===== src/exec_defs.svh =====
// offsets, field positions, reset values, cycle counts and opcode patterns
// assumes a 12-bit byte address on the register bus
`ifndef EXEC_DEFS_SVH
`define EXEC_DEFS_SVH
`define OFF_CTRL      12'h000
`define OFF_PC        12'h004
`define OFF_FLAGS     12'h008
`define OFF_SP        12'h00C
`define OFF_GPR_IDX   12'h010
`define OFF_GPR_DATA  12'h014
`define CTRL_RUN_BIT  0
`define CTRL_ERR_BIT  1
`define PC_RST        16'h0000
`define SP_RST        16'h1FFF
`define FLAGS_RST     8'h00
`define FLAG_C        3'h0
`define FLAG_Z        3'h1
`define FLAG_N        3'h2
`define FLAG_V        3'h3
`define FLAG_S        3'h4
`define FLAG_H        3'h5
`define FLAG_I        3'h7
`define PTR_X_LO      5'h1A
`define PTR_X_HI      5'h1B
`define PTR_Y_LO      5'h1C
`define PTR_Y_HI      5'h1D
`define CYC_CMP       3'h1
`define CYC_REG_SKIP  3'h1
`define CYC_IO_SKIP   3'h2
`define CYC_BR        3'h1
`define CYC_LOAD_DIR  3'h2
`define CYC_LOAD_PTR  3'h1
`define CYC_LOAD_DEC  3'h2
`define CYC_EXIT      3'h4
`define PAT_CMP_REGS  16'h1400
`define PAT_CMP_CARRY 16'h0400
`define PAT_SKIP_EQ   16'h1000
`define MSK_REG_REG   16'hFC00
`define PAT_CMP_IMM   16'h3000
`define MSK_CMP_IMM   16'hF000
`define PAT_SKIP_RBIT 16'hFC00
`define MSK_SKIP_RBIT 16'hFC08
`define PAT_SKIP_IO   16'h9900
`define MSK_SKIP_IO   16'hFD00
`define PAT_BRANCH    16'hF000
`define MSK_BRANCH    16'hF800
`define PAT_LOAD_DIR  16'h9000
`define PAT_LOAD_XINC 16'h900D
`define PAT_LOAD_X    16'h900C
`define PAT_LOAD_XDEC 16'h900E
`define PAT_LOAD_YINC 16'h9009
`define PAT_LOAD_Y    16'h8008
`define MSK_LOAD      16'hFE0F
`define PAT_EXIT      16'h9508
`define MSK_EXIT      16'hFFEF
`define PAT_TWO_WORD  16'h9000
`define MSK_TWO_WORD  16'hFC0F
`define PAT_LONG_JUMP 16'h940C
`define MSK_LONG_JUMP 16'hFE0C
`endif


===== src/exec_pkg.sv =====
// types shared by the execution unit and its decoder
// assumes exec_defs.svh supplies the numeric constants
package exec_pkg;
    typedef enum logic [1:0] {
        st_idle  = 2'b00,
        st_fetch = 2'b01,
        st_exec  = 2'b11,
        st_halt  = 2'b10
    } state_t;

    typedef enum logic [3:0] {
        op_none, op_compare_regs, op_compare_carry, op_compare_imm,
        op_skip_equal, op_skip_reg_bit, op_skip_io_bit, op_branch_flag,
        op_load_direct, op_load_ptr, op_load_ptr_dec, op_exit
    } op_t;

    typedef struct packed {
        op_t        op;
        logic [4:0] rd;
        logic [4:0] rr;
        logic [7:0] imm;
        logic [2:0] bitn;
        logic [4:0] io_addr;
        logic [6:0] koff;
        logic       want;
        logic       use_y;
    } dec_t;
endpackage


===== src/op_decode.sv =====
// instruction decoder: a word and the word after it in, decoded fields out
// assumes words come straight from program memory, no predecode
`timescale 1ns/1ps
`include "exec_defs.svh"
module op_decode (
    // words
    input  wire logic [15:0]    word,
    input  wire logic [15:0]    next_word,
    // decoded
    output exec_pkg::dec_t      dec,
    output logic                next_two_word
);
    function automatic logic hit(input logic [15:0] w, input logic [15:0] p,
                                 input logic [15:0] m);
        hit = ((w & m) == p);
    endfunction

    always_comb begin
        dec         = '0;
        dec.op      = exec_pkg::op_none;
        dec.rd      = word[8:4];
        dec.rr      = {word[9], word[3:0]};
        dec.imm     = {word[11:8], word[3:0]};
        dec.bitn    = word[2:0];
        dec.io_addr = word[7:3];
        dec.koff    = word[9:3];
        dec.want    = ~word[10];
        if (hit(word, `PAT_CMP_REGS, `MSK_REG_REG))
            dec.op = exec_pkg::op_compare_regs;
        else if (hit(word, `PAT_CMP_CARRY, `MSK_REG_REG))
            dec.op = exec_pkg::op_compare_carry;
        else if (hit(word, `PAT_SKIP_EQ, `MSK_REG_REG))
            dec.op = exec_pkg::op_skip_equal;
        else if (hit(word, `PAT_CMP_IMM, `MSK_CMP_IMM)) begin
            dec.op = exec_pkg::op_compare_imm;
            dec.rd = {1'b1, word[7:4]};
        end else if (hit(word, `PAT_SKIP_RBIT, `MSK_SKIP_RBIT)) begin
            dec.op   = exec_pkg::op_skip_reg_bit;
            dec.want = word[9];
        end else if (hit(word, `PAT_SKIP_IO, `MSK_SKIP_IO)) begin
            dec.op   = exec_pkg::op_skip_io_bit;
            dec.want = word[9];
        end else if (hit(word, `PAT_BRANCH, `MSK_BRANCH))
            dec.op = exec_pkg::op_branch_flag;
        else if (hit(word, `PAT_LOAD_DIR, `MSK_LOAD))
            dec.op = exec_pkg::op_load_direct;
        else if (hit(word, `PAT_LOAD_XINC, `MSK_LOAD) || hit(word, `PAT_LOAD_X, `MSK_LOAD)) begin
            dec.op   = exec_pkg::op_load_ptr;
            dec.want = word[0];
        end else if (hit(word, `PAT_LOAD_YINC, `MSK_LOAD) || hit(word, `PAT_LOAD_Y, `MSK_LOAD)) begin
            dec.op    = exec_pkg::op_load_ptr;
            dec.want  = word[0];
            dec.use_y = 1'b1;
        end else if (hit(word, `PAT_LOAD_XDEC, `MSK_LOAD))
            dec.op = exec_pkg::op_load_ptr_dec;
        else if (hit(word, `PAT_EXIT, `MSK_EXIT)) begin
            dec.op   = exec_pkg::op_exit;
            dec.want = word[4];
        end
    end

    // the skipped word may be the first half of a long instruction
    assign next_two_word = hit(next_word, `PAT_TWO_WORD, `MSK_TWO_WORD)
                         | hit(next_word, `PAT_LONG_JUMP, `MSK_LONG_JUMP);
endmodule


===== src/compare_flags.sv =====
// flag unit for the compare group: a - b - carry_in, result discarded
// assumes the caller picks operands and decides when flags are written
`timescale 1ns/1ps
`include "exec_defs.svh"
module compare_flags (
    // operands
    input  wire logic [7:0] a,
    input  wire logic [7:0] b,
    input  wire logic       carry_in,
    input  wire logic       chain_zero,
    // flags
    input  wire logic [7:0] flags_in,
    output logic [7:0]      flags_out
);
    logic [7:0] res;
    logic       v;
    logic       n;

    always_comb begin
        res = a - b - {7'h00, carry_in};
        n   = res[7];
        v   = (a[7] & ~b[7] & ~res[7]) | (~a[7] & b[7] & res[7]);
        flags_out            = flags_in;
        flags_out[`FLAG_C]   = (~a[7] & b[7]) | (b[7] & res[7]) | (res[7] & ~a[7]);
        flags_out[`FLAG_H]   = (~a[3] & b[3]) | (b[3] & res[3]) | (res[3] & ~a[3]);
        flags_out[`FLAG_N]   = n;
        flags_out[`FLAG_V]   = v;
        flags_out[`FLAG_S]   = n ^ v;
        // a carry-chained compare can only keep zero, never create it
        flags_out[`FLAG_Z]   = (res == 8'h00) & (~chain_zero | flags_in[`FLAG_Z]);
    end
endmodule


===== src/branch_skip_load_execution.sv =====
// execution unit for compares, skips, flag branches, returns and loads
// assumes single-cycle program and data memories that answer the
// registered address combinationally in the same cycle
//
// Design decisions made here: the register offsets and the APB interface to the registers.
`timescale 1ns/1ps
`include "exec_defs.svh"
module branch_skip_load_execution (
    // apb slave
    input  wire logic        pclk,
    input  wire logic        presetn,
    input  wire logic        psel,
    input  wire logic        penable,
    input  wire logic        pwrite,
    input  wire logic [11:0] paddr,
    input  wire logic [31:0] pwdata,
    output logic [31:0]      prdata,
    output logic             pready,
    output logic             pslverr,
    // program memory
    output logic [15:0]      pm_addr,
    input  wire logic [15:0] pm_rdata,
    // data space and io
    output logic [15:0]      ds_addr,
    output logic             ds_re,
    input  wire logic [7:0]  ds_rdata
);
    exec_pkg::state_t st_q;
    exec_pkg::dec_t   dec_w;
    logic [2:0]  cnt_q, need_q, need_d;
    logic [15:0] ir_q, pc_q, sp_q, pm_addr_q, ds_addr_q;
    logic [15:0] word_w, ptr_w, pc_d, sp_d, ptr_d, ds_addr_d;
    logic [7:0]  status_flags_q, status_flags_d, hi_q, opa_w, opb_w, cmp_w;
    logic [7:0]  gpr_q [32];
    logic [4:0]  idx_q;
    logic [31:0] prdata_q;
    logic        ds_re_q, ds_re_d, run_q, err_q, pready_q, pslverr_q;
    logic        next_two_w, skip_w, rd_we_w, ptr_we_w, last_w;
    logic        setup_w, wr_w, idle_w, first_w;

    function automatic logic mapped(input logic [11:0] a);
        mapped = (a == `OFF_CTRL) || (a == `OFF_PC) || (a == `OFF_FLAGS) ||
                 (a == `OFF_SP) || (a == `OFF_GPR_IDX) || (a == `OFF_GPR_DATA);
    endfunction

    function automatic logic wr_at(input logic [11:0] a);
        wr_at = wr_w && (paddr == a);
    endfunction

    assign word_w = (st_q == exec_pkg::st_fetch) ? pm_rdata : ir_q;
    op_decode u_dec (
        .word          (word_w),
        .next_word     (pm_rdata),
        .dec           (dec_w),
        .next_two_word (next_two_w)
    );

    assign opa_w = gpr_q[dec_w.rd];
    assign opb_w = (dec_w.op == exec_pkg::op_compare_imm) ? dec_w.imm : gpr_q[dec_w.rr];
    assign ptr_w = dec_w.use_y ? {gpr_q[`PTR_Y_HI], gpr_q[`PTR_Y_LO]}
                               : {gpr_q[`PTR_X_HI], gpr_q[`PTR_X_LO]};
    compare_flags u_cmp (
        .a          (opa_w),
        .b          (opb_w),
        .carry_in   ((dec_w.op == exec_pkg::op_compare_carry) & status_flags_q[`FLAG_C]),
        .chain_zero (dec_w.op == exec_pkg::op_compare_carry),
        .flags_in   (status_flags_q),
        .flags_out  (cmp_w)
    );

    assign setup_w = psel & ~penable;
    assign wr_w    = psel & penable & pready_q & pwrite;
    assign idle_w  = (st_q == exec_pkg::st_idle);
    assign first_w = (st_q == exec_pkg::st_exec) && (cnt_q == 3'h0);

    always_comb begin
        pc_d = pc_q;
        sp_d = sp_q;
        status_flags_d = status_flags_q;
        need_d = need_q;
        skip_w = 1'b0;
        rd_we_w = 1'b0;
        ptr_we_w = 1'b0;
        ptr_d = ptr_w;
        ds_re_d = 1'b0;
        ds_addr_d = ds_addr_q;
        if (st_q == exec_pkg::st_fetch) begin
            case (dec_w.op)
                exec_pkg::op_load_ptr: begin
                    ds_addr_d = ptr_w;
                    ds_re_d = 1'b1;
                end
                exec_pkg::op_skip_io_bit: begin
                    ds_addr_d = {11'h000, dec_w.io_addr};
                    ds_re_d = 1'b1;
                end
                default: ;
            endcase
        end else if (first_w) begin
            case (dec_w.op)
                exec_pkg::op_compare_regs, exec_pkg::op_compare_carry,
                exec_pkg::op_compare_imm: begin
                    status_flags_d = cmp_w;
                    need_d = `CYC_CMP;
                end
                exec_pkg::op_skip_equal: begin
                    skip_w = (opa_w == opb_w);
                    need_d = `CYC_REG_SKIP;
                end
                exec_pkg::op_skip_reg_bit: begin
                    skip_w = (opa_w[dec_w.bitn] == dec_w.want);
                    need_d = `CYC_REG_SKIP;
                end
                exec_pkg::op_skip_io_bit: begin
                    skip_w = (ds_rdata[dec_w.bitn] == dec_w.want);
                    need_d = `CYC_IO_SKIP;
                end
                exec_pkg::op_branch_flag: begin
                    // every named branch is this one with a fixed flag index;
                    // the signed pair tests S, which compares keep as N xor V
                    need_d = `CYC_BR;
                    if (status_flags_q[dec_w.bitn] == dec_w.want) begin
                        pc_d = pc_q + {{9{dec_w.koff[6]}}, dec_w.koff};
                        need_d = `CYC_BR + 3'h1;
                    end
                end
                exec_pkg::op_load_direct: begin
                    ds_addr_d = pm_rdata;
                    ds_re_d = 1'b1;
                    pc_d = pc_q + 16'h0001;
                    need_d = `CYC_LOAD_DIR;
                end
                exec_pkg::op_load_ptr: begin
                    rd_we_w = 1'b1;
                    ptr_we_w = dec_w.want;
                    ptr_d = ptr_w + 16'h0001;
                    need_d = `CYC_LOAD_PTR;
                end
                exec_pkg::op_load_ptr_dec: begin
                    ptr_we_w = 1'b1;
                    ptr_d = ptr_w - 16'h0001;
                    ds_addr_d = ptr_w - 16'h0001;
                    ds_re_d = 1'b1;
                    need_d = `CYC_LOAD_DEC;
                end
                exec_pkg::op_exit: begin
                    ds_addr_d = sp_q + 16'h0001;
                    ds_re_d = 1'b1;
                    need_d = `CYC_EXIT;
                end
                default: ;
            endcase
            if (skip_w) begin
                pc_d = pc_q + (next_two_w ? 16'h0002 : 16'h0001);
                need_d = need_d + (next_two_w ? 3'h2 : 3'h1);
            end
        end else if (st_q == exec_pkg::st_exec) begin
            case (dec_w.op)
                exec_pkg::op_load_direct, exec_pkg::op_load_ptr_dec:
                    rd_we_w = (cnt_q == 3'h1);
                exec_pkg::op_exit: begin
                    if (cnt_q == 3'h1) begin
                        ds_addr_d = sp_q + 16'h0002;
                        ds_re_d = 1'b1;
                    end else if (cnt_q == 3'h2) begin
                        pc_d = {hi_q, ds_rdata};
                        sp_d = sp_q + 16'h0002;
                        if (dec_w.want)
                            status_flags_d[`FLAG_I] = 1'b1;
                    end
                end
                default: ;
            endcase
        end
    end

    assign last_w = (st_q == exec_pkg::st_exec) && (cnt_q == need_d - 3'h1);

    always_ff @(posedge pclk or negedge presetn) begin
        if (!presetn) begin
            st_q <= exec_pkg::st_idle;
            cnt_q <= 3'h0;
            need_q <= 3'h0;
            ir_q <= 16'h0000;
            err_q <= 1'b0;
        end else begin
            case (st_q)
                exec_pkg::st_idle: if (run_q) st_q <= exec_pkg::st_fetch;
                exec_pkg::st_fetch: begin
                    ir_q <= pm_rdata;
                    cnt_q <= 3'h0;
                    st_q <= (dec_w.op == exec_pkg::op_none) ? exec_pkg::st_halt
                                                             : exec_pkg::st_exec;
                end
                exec_pkg::st_exec: begin
                    need_q <= need_d;
                    cnt_q <= cnt_q + 3'h1;
                    if (last_w)
                        st_q <= run_q ? exec_pkg::st_fetch : exec_pkg::st_idle;
                end
                exec_pkg::st_halt: if (!run_q) st_q <= exec_pkg::st_idle;
                default: st_q <= exec_pkg::st_idle;
            endcase
            // a fault in the same cycle as a restart stays visible
            if (st_q == exec_pkg::st_fetch && dec_w.op == exec_pkg::op_none)
                err_q <= 1'b1;
            else if (wr_at(`OFF_CTRL) && pwdata[`CTRL_RUN_BIT])
                err_q <= 1'b0;
        end
    end

    // software may only touch core state while it is stopped
    always_ff @(posedge pclk or negedge presetn) begin
        if (!presetn) begin
            pc_q <= `PC_RST;
            sp_q <= `SP_RST;
            status_flags_q <= `FLAGS_RST;
            hi_q <= 8'h00;
        end else if (idle_w) begin
            if (wr_at(`OFF_PC)) pc_q <= pwdata[15:0];
            if (wr_at(`OFF_SP)) sp_q <= pwdata[15:0];
            if (wr_at(`OFF_FLAGS)) status_flags_q <= pwdata[7:0];
        end else if (st_q == exec_pkg::st_fetch) begin
            pc_q <= pc_q + 16'h0001;
        end else if (st_q == exec_pkg::st_exec) begin
            pc_q <= pc_d;
            sp_q <= sp_d;
            status_flags_q <= status_flags_d;
            if (dec_w.op == exec_pkg::op_exit && cnt_q == 3'h1) hi_q <= ds_rdata;
        end
    end

    always_ff @(posedge pclk or negedge presetn) begin
        if (!presetn) begin
            pm_addr_q <= `PC_RST;
            ds_addr_q <= 16'h0000;
            ds_re_q <= 1'b0;
        end else begin
            ds_addr_q <= ds_addr_d;
            ds_re_q <= ds_re_d;
            // prefetch the following word so skips and long loads see it
            if (idle_w) pm_addr_q <= pc_q;
            else if (st_q == exec_pkg::st_fetch) pm_addr_q <= pc_q + 16'h0001;
            else if (last_w) pm_addr_q <= pc_d;
        end
    end

    // the loaded register wins over a pointer write to the same register
    always_ff @(posedge pclk) begin
        if (idle_w && wr_at(`OFF_GPR_DATA))
            gpr_q[idx_q] <= pwdata[7:0];
        if (ptr_we_w) begin
            gpr_q[dec_w.use_y ? `PTR_Y_LO : `PTR_X_LO] <= ptr_d[7:0];
            gpr_q[dec_w.use_y ? `PTR_Y_HI : `PTR_X_HI] <= ptr_d[15:8];
        end
        if (rd_we_w)
            gpr_q[dec_w.rd] <= ds_rdata;
    end

    // no wait state; read data is registered in the setup cycle so it leaves a flip-flop
    always_ff @(posedge pclk or negedge presetn) begin
        if (!presetn) begin
            pready_q <= 1'b0;
            pslverr_q <= 1'b0;
            prdata_q <= 32'h0000_0000;
            run_q <= 1'b0;
            idx_q <= 5'h00;
        end else begin
            pready_q <= setup_w;
            if (setup_w) begin
                pslverr_q <= ~mapped(paddr);
                case (paddr)
                    `OFF_CTRL:     prdata_q <= {28'h0, st_q, err_q, run_q};
                    `OFF_PC:       prdata_q <= {16'h0000, pc_q};
                    `OFF_FLAGS:    prdata_q <= {24'h000000, status_flags_q};
                    `OFF_SP:       prdata_q <= {16'h0000, sp_q};
                    `OFF_GPR_IDX:  prdata_q <= {27'h0, idx_q};
                    `OFF_GPR_DATA: prdata_q <= {24'h000000, gpr_q[idx_q]};
                    default:       prdata_q <= 32'h0000_0000;
                endcase
            end
            if (wr_at(`OFF_CTRL)) run_q <= pwdata[`CTRL_RUN_BIT];
            if (wr_at(`OFF_GPR_IDX)) idx_q <= pwdata[4:0];
        end
    end

    assign prdata  = prdata_q;
    assign pready  = pready_q;
    assign pslverr = pslverr_q;
    assign pm_addr = pm_addr_q;
    assign ds_addr = ds_addr_q;
    assign ds_re   = ds_re_q;
endmodule


===== config.mk =====
export PLATFORM = sky130hd
export DESIGN_NAME = branch_skip_load_execution
export DESIGN_NICKNAME = d
export VERILOG_FILES = /design/src/exec_pkg.sv /design/src/op_decode.sv /design/src/compare_flags.sv /design/src/branch_skip_load_execution.sv
export VERILOG_INCLUDE_DIRS = /design/src
export SDC_FILE = /design/constraint.sdc
export NUM_CORES = 1
export LEC_CHECK = 0
export BUFFER_PORTS_ARGS = -buffer_cell sky130_fd_sc_hd__buf_2
export CAP_MARGIN = 20
export CORE_MARGIN = 3
export CORE_UTILIZATION = 35
export DETAILED_ROUTE_END_ITERATION = 6
export GPL_TIMING_DRIVEN = 0
export PLACE_DENSITY = 0.52
export SYNTH_ARGS = -nofsm -noshare
export SYNTH_HDL_FRONTEND = slang
export SYNTH_SLANG_ARGS = --single-unit

===== constraint.sdc =====
create_clock -name pclk -period 10.75 [get_ports pclk]
set_input_delay 0 -clock pclk [delete_from_list [all_inputs] [get_ports pclk]]
set_output_delay 0 -clock pclk [all_outputs]
set_load 0.05 [all_outputs]

[Yosys cells after proc, flatten, opt, wreduce, memory -nomap -nowiden]
Memory sizes are Yosys's and may differ from the RTL's.
Cells that the tools add are included.
Operators by class
  add/subtract/negate cells: 12
  $lt $le $gt $ge: 1
  equal/unequal tests: 52
  multiplexer cells: 133
  bitwise gates (word level): 33
  reduce and logical (&&, ||, !) cells: 53
Operators with widths (number)
  $mux 16: 31
  $pmux 16 s2: 3
  $pmux 16 s6: 1
  $eq 11x11->1 const B: 6
  $add 16x1->16 const B: 3
  $mux 4: 12
  $mux 8: 6
  $pmux 16 s3: 1
  $mux 1: 45
  $mux 5: 5
  $eq 12x4->1 const B: 2
  $eq 12x5->1 const B: 2
  $mux 2: 12
  $mux 3: 7
  $add 16x16->16: 1
  $add 16x2->16: 1
  $add 16x2->16 const B: 1
  $eq 4x3->1 const B: 4
  $eq 4x4->1 const B: 4
  $reduce_bool 2->1: 8
  $sub 16x1->16 const B: 1
  $and 1x1->1: 15
  $eq 15x15->1 const B: 1
  $reduce_bool 3->1: 5
  other kinds (54): 107
Storage, ports and cells
  register bits after elaboration: 146
  RAM bits: 256
  input port bits: 73
  output and inout port bits: 67
  word-level logic and storage cells: 304
  memories: 1
Memories
  gpr_q: depth 32, bits a word 8, rd ports 7, clocked after Yosys merged registers in 0, wr ports 3, line branch_skip_load_execution.sv:34  | logic [7:0] gpr_q [32];

[Longest topological paths before layout]
  word-level depth: 30
  mapped depth: 36
  mapped depth without buffers: 26

[Cells and area by module]
Synthesis repeated with hierarchy kept, for this count alone.
Second synthesis, totals
  cells, all modules: 3211
  area total of the unflattened synthesis: 30448.0 sq um
Modules (own cells, without submodules)
  branch_skip_load_execution: instances 1, cells each 3048, area an instance 29225.5 sq um, seq. area each 10956.8 sq um
  op_decode: instances 1, cells each 85, area an instance 620.6 sq um, seq. area each 0.0 sq um
  compare_flags: instances 1, cells each 78, area an instance 601.8 sq um, seq. area each 0.0 sq um

[Worst setup path before layout]
No wires, ideal clock.
  path kind: register -> register
  from: reg st_q[1]
  to: reg pm_addr_q[10], in the netlist pm_addr[10]
  setup time: 125 ps
  data arrival time: 7506 ps
  required time: 10625 ps
  setup slack: 3119 ps
  stages on the path, launching flop included: 36
  buffers on the path: 10
  clock period less this slack: 7631 ps
  cell sequence: dfrtp_1 > inv_1 > ha_1 > buf_6 > buf_6 > mux2i_4 > inv_2 > buf_2 > clkbuf_1 > buf_2 > buf_2 > buf_2 > buf_2 > mux4_2 > nand2_1 > nand3_1 > a311oi_1 > a21oi_1 > ha_1 > nand4_1 > nor4_1 > nand3b_1 > a21oi_2 > nor2_1 > buf_2 > buf_4 > mux2i_1 > nand2_1 > nand2_1 > inv_1 > ha_1 > xor2_1 > xnor2_1 > o211ai_4 > o21ai_4 > mux2_4
Between the ends
  word-level cells in the longest chain between the ends: 28
  elaborated cells between the ends (all ways): 100
  those cells by class: add/sub (3); eq/ne (32); mux (55); bitwise (1); reduce/logical (8); memory (1)
RTL lines
  start, declared: line branch_skip_load_execution.sv:28  | exec_pkg::state_t st_q;
  start signal, assigned: line branch_skip_load_execution.sv:181  | st_q <= exec_pkg::st_idle;
  start signal, assigned: line branch_skip_load_execution.sv:188  | exec_pkg::st_idle: if (run_q) st_q <= exec_pkg::st_fetch;
  start signal, assigned: line branch_skip_load_execution.sv:192  | st_q <= (dec_w.op == exec_pkg::op_none) ? exec_pkg::st_halt
  $eq 2x1->1: line branch_skip_load_execution.sv:50, branch_skip_load_execution.sv:87, branch_skip_load_execution.sv:243
  $mux 16
  $eq 15x15->1 or $not 1->1 (tied branches): line op_decode.sv:15, op_decode.sv:27
  $mux 4 or $mux 1 (tied branches): line op_decode.sv:56  | else if (hit(word, `PAT_EXIT, `MSK_EXIT)) begin
  $mux 4 or $mux 1 (tied branches): line op_decode.sv:54  | end else if (hit(word, `PAT_LOAD_XDEC, `MSK_LOAD))
  $mux 4 or $mux 1 (tied branches): line op_decode.sv:50  | end else if (hit(word, `PAT_LOAD_YINC, `MSK_LOAD) || hit(word, `PAT_LOAD_Y, `MSK_LOAD)) begin
  $mux 4 or $mux 1 (tied branches): line op_decode.sv:47  | else if (hit(word, `PAT_LOAD_XINC, `MSK_LOAD) || hit(word, `PAT_LOAD_X, `MSK_LOAD)) begin
  $mux 4 or $mux 2 (tied branches): line op_decode.sv:45  | else if (hit(word, `PAT_LOAD_DIR, `MSK_LOAD))
  (+12 left out)
  $add 3x2->3 or $mux 1 (tied branches): line branch_skip_load_execution.sv:155, branch_skip_load_execution.sv:87
  $mux 3: line branch_skip_load_execution.sv:153  | if (skip_w) begin
  $mux 3: line branch_skip_load_execution.sv:99  | end else if (first_w) begin
  $mux 3: line branch_skip_load_execution.sv:87  | if (st_q == exec_pkg::st_fetch) begin
  $sub 3x1->3: line branch_skip_load_execution.sv:177  | assign last_w = (st_q == exec_pkg::st_exec) && (cnt_q == need_d - 3'h1);
  $eq 3x3->1: line branch_skip_load_execution.sv:177
  $logic_and 1x1->1: line branch_skip_load_execution.sv:177
  $reduce_bool 3->1 (no source line)
  end signal, assigned: line branch_skip_load_execution.sv:235  | pm_addr_q <= `PC_RST;
  end signal, assigned: line branch_skip_load_execution.sv:242  | if (idle_w) pm_addr_q <= pc_q;
  end signal, assigned: line branch_skip_load_execution.sv:243  | else if (st_q == exec_pkg::st_fetch) pm_addr_q <= pc_q + 16'h0001;
  end, declared: line branch_skip_load_execution.sv:31  | logic [15:0] ir_q, pc_q, sp_q, pm_addr_q, ds_addr_q;
Parallel ways exist; a longest one is shown, timed or not. The select of a mux whose other input is x is not followed.
A chain may end at the register's enable or synchronous reset.

[Worst setup path in the final report]
  from: reg st_q[1]
  to: reg pm_addr_q[1], in the netlist pm_addr[1]
The elaborated chain is that of the path after synthesis.

==> run summary <==
===========================================================================================
CTS Buf Count                                                                            48
FF+latch count, synth                                                                   386
Pin count of the biggest net entering global routing                                     83
Worst endpoint data arrival time                                                   11010 ps
Fraction of post-synthesis cell area in the top cell type by area                    26.32%
Least setup slack across all paths after layout                                    233.2 ps
Vias in the first global route                                                        25900
FF-to-FF setup slack                                                                 230 ps
CTS HTree Levels                                                                          2
Power per standard cell area                                                   287.0 nW/um2
Number of antenna violations at the first check in global routing                         7
Peak VDD IR                                                                        185.7 uV
Horizontal die dimension                                                           294.9 um
Worst Reg2Reg Path Length in Cells                                                       34
Clock-pin slew on the worst setup and hold paths                                      60 ps
Fin nets                                                                               3414
Critical Path Sink Type                                                           flip-flop
Routed WL per cell                                                                 32.47 um
Synth unique cells                                                                       88
Sequential area share after synthesis                                                37.51%
Worst Setup Start Kind                                                            flip-flop
DP Worst Slack                                                                    -756.0 ps
Number of vias per cell after detailed routing                                        6.498
FFs w/ async S/R, synth                                                              33.68%
Number of placement rows                                                                105
Count of boundary I/O pins                                                              140
Maximum fanout along the worst path                                                      28
Cells after Synth                                                                      3036
Dominant cells by area after synthesis                                         sky130_fd_sc_hd__edfxtp_1 (26%), sky130_fd_sc_hd__mux4_2 (16%), sky130_fd_sc_hd__dfrtp_1 (10%), sky130_fd_sc_hd__nand2_1 (6.1%), sky130_fd_sc_hd__o21ai_0 (5.6%)
Area enclosed by the die boundary                                                 86950 um2
Slowest cell on crit path                                                      sky130_fd_sc_hd__buf_2
Max Clock Skew                                                                     55.55 ps
Final weighted congestion in routability-driven placement                             1.119
Combined global-route utilization of all metal layers                                32.19%
Actual transition at the worst max-transition pin                                   1289 ps
Setup TNS Final                                                                        0 ps
Total of max-cap violations                                                               0
Post-Route WL                                                                     142900 um
Die boundary height                                                                294.9 um
Highest cell delay on the worst timing path                                          830 ps
Maximum clock frequency                                                           95.09 MHz
Filler Cell Count                                                                      8150
Root buffer cell                                                               sky130_fd_sc_hd__clkbuf_16
Initial core utilization                                                             35.46%
Class of the tightest hold or removal check                                       in -> reg
Number of setup buffers added after CTS                                                   0
Startpoint of the lowest-slack register-to-register path                            st_q[1]
Most area-hungry cell type in the Yosys netlist                                sky130_fd_sc_hd__edfxtp_1
Hold path cells                                                                           3
Wire length of the first global-routing pass                                      198600 um
Post-layout power                                                                  9.608 mW
Yosys synthesis warning count                                                             0
Start point of the critical path                                                    st_q[1]
Critical path type                                                               reg -> reg
Layout cells sized above 1                                                           17.48%
Period utilisation layout                                                            97.83%
Primary FF master, synth                                                       sky130_fd_sc_hd__edfxtp_1
Violated checks                                                                design-rule violations
Clock net sink count                                                                    386
Worst hold margin                                                                  37.56 ps
Endpoints failing hold                                                                    0
Leakage                                                                            11.66 nW
Mean instance size in the synthesized netlist                                     9.621 um2
Endpoint of the worst hold path                                                    ir_q[11]
Number of max-slew violations in the final report                                         0
Number of synthesized flops with an enable pin                                          256
Final Setup Violations                                                                    0
Rel. slew slack                                                                      14.04%
Capture instance of the worst register-to-register path                          pm_addr[1]
Clock tree from TritonCTS                                                               yes
Outcome                                                                        complete, but fails checks
Clock insertion delay at the later pin of the skew report                            630 ps
Buffers on Ports                                                                        100
Source of the worst hold timing path                                           pm_rdata[11]
Global route overflow                                                                     0
Cell area after synthesis                                                         29210 um2
Number of buffers on the longest clock path                                               3
Area growth, synth to finish                                                         14.61%
Clock period minus final worst setup slack                                         10520 ps
Number of design-rule violations left by the first detailed-router iteration           5193
Number of routed nets with antenna violations                                             0
Number of design rule violations left after detail routing                                7
Critical path data required time                                                   11240 ps
Core region area                                                                  82370 um2
Unrepaired setup endpoints after global routing                                       false
HPWL Detailed                                                                     110100 um
DR vias                                                                               28580
Most prevalent standard cell on the critical path                              sky130_fd_sc_hd__inv_1
First-pass DRT Iterations                                                                 7
===========================================================================================
-- cells in the mapped netlist, types with 29 or more instances --
| cell type | instances |
|---|---|
| sky130_fd_sc_hd__dfrtp_1 | 117 |
| sky130_fd_sc_hd__nand2_1 | 476 |
| sky130_fd_sc_hd__nand3_1 | 69 |
| sky130_fd_sc_hd__mux4_2 | 212 |
| sky130_fd_sc_hd__inv_1 | 62 |
| sky130_fd_sc_hd__xor2_1 | 35 |
| sky130_fd_sc_hd__xnor2_1 | 50 |
| sky130_fd_sc_hd__a21oi_1 | 187 |
| sky130_fd_sc_hd__nor2_1 | 287 |
| sky130_fd_sc_hd__edfxtp_1 | 256 |
| sky130_fd_sc_hd__nor3_1 | 36 |
| sky130_fd_sc_hd__o22ai_1 | 56 |
| sky130_fd_sc_hd__ha_1 | 47 |
| sky130_fd_sc_hd__clkbuf_1 | 202 |
| sky130_fd_sc_hd__o21ai_0 | 325 |
| sky130_fd_sc_hd__mux2_2 | 29 |
| sky130_fd_sc_hd__mux2i_1 | 53 |
-- area by class of cell --
type / count / area, um2 / area share [%]
buffer: 282 / 1251 / 3.738
antenna: 5 / 12.51 / 0.03738
clock inverter: 30 / 226.5 / 0.6765
sequential: 386 / 10960 / 32.73
inverter: 68 / 255.2 / 0.7625
timing repair buffer: 191 / 1386 / 4.141
multi-input combinational: 2312 / 16810 / 50.22
tap: 1070 / 1339 / 3.999
clock buffer: 55 / 1237 / 3.697
-- flip-flops by register name (all words and copies together), names as in the netlist --
| signal | count |
|---|---|
| cnt_q | 3 |
| ds_addr | 16 |
| ds_re | 1 |
| err_q | 1 |
| gpr_q | 256 |
| hi_q | 8 |
| idx_q | 5 |
| ir_q | 16 |
| need_q | 3 |
| pc_q | 16 |
| pm_addr | 16 |
| prdata | 16 |
| pready | 1 |
| pslverr | 1 |
| run_q | 1 |
| sp_q | 16 |
| st_q | 2 |
| status_flags_q | 8 |
-- logic make-up (layout without fill, tap and decap cells) --
kind of cell    count (synthesis)  in the layout  share of synthesized area [%]
compound gates                814            814                          16.78
xor+xnor                       85             85                          2.549
fa+ha+maj                      52             52                          2.356
buf+inv                       353            626                          5.183
flops                         386            386                          37.51
mux                           307            307                          19.98
other cells                     1             21                        0.01284
simple gates                 1038           1038                          15.63
-- placed cells by master (no fill, tap or decap), types with 33 or more instances in the layout --
| cell | instances |
|---|---|
| sky130_fd_sc_hd__nor2_1 | 287 |
| sky130_fd_sc_hd__mux2i_1 | 53 |
| sky130_fd_sc_hd__dfrtp_1 | 117 |
| sky130_fd_sc_hd__ha_1 | 47 |
| sky130_fd_sc_hd__inv_1 | 62 |
| sky130_fd_sc_hd__xnor2_1 | 50 |
| sky130_fd_sc_hd__nor3_1 | 36 |
| sky130_fd_sc_hd__clkbuf_16 | 48 |
| sky130_fd_sc_hd__o22ai_1 | 56 |
| sky130_fd_sc_hd__a21oi_1 | 186 |
| sky130_fd_sc_hd__mux4_2 | 212 |
| sky130_fd_sc_hd__dlygate4sd3_1 | 33 |
| sky130_fd_sc_hd__edfxtp_1 | 256 |
| sky130_fd_sc_hd__nand3_1 | 69 |
| sky130_fd_sc_hd__xor2_1 | 35 |
| sky130_fd_sc_hd__buf_4 | 46 |
| sky130_fd_sc_hd__nand2_1 | 476 |
| sky130_fd_sc_hd__o21ai_0 | 310 |
| sky130_fd_sc_hd__buf_2 | 142 |
| sky130_fd_sc_hd__clkbuf_1 | 205 |
-- per-layer routing --
| layer | GRT usage, % | up-vias | wire [um] | share of wire, % |
|---|---|---|---|---|
| met2 | 45.32 | 2332 | 57770 | 40 |
| met5 | 0 | - | 160 | 0.11 |
| met3 | 11.36 | 432 | 20960 | 15 |
| met1 | 44.19 | 13930 | 55500 | 39 |
| met4 | 14.80 | 6 | 8468 | 5.9 |
| li1 | - | 11880 | - | - |
-- worst max-delay path by stage --
stage / end / slack (ps)
3_5_place_dp: pm_addr[15] / -760
4_1_cts: pm_addr[10] / 90
6_report: pm_addr[1] / 230
2_1_floorplan: pm_addr[10] / 3120
5_1_grt: pm_addr[1] / 40
3_3_place_gp: pm_addr[10] / -980
-- stage by stage --
step                      area [um2]  cells  util (%)
after global placement         31100   4221     37.76
final                          33470   4399     40.64
after CTS                      33420   4390     40.57
after global routing           33460   4394     40.62
after detailed placement       31600   4273     38.36
after floorplan                29260   3051         -
-- power breakdown --
part	switching, mW	internal (mW)	total (mW)
logic	4.04	2.09	6.13
clock network	0.716	0.873	1.59
registers	0.136	1.76	1.89
-- critical path, delay by kind of cell (launching register included) --
| family | cells | cell delay [ps] |
|---|---|---|
| flops | 1 | 490 |
| compound gates | 5 | 2160 |
| fa+ha+maj | 3 | 800 |
| xor+xnor | 2 | 410 |
| buf+inv | 13 | 4040 |
| simple gates | 7 | 1180 |
| mux | 4 | 1220 |
-- repair_timing --
action	in CTS	in global routing
gates resized for setup	1	2
endpoints found under the setup margin	18	18
endpoints found under the hold margin	171	0
hold buffers	34	0
(Power assumes the default switching activity.)
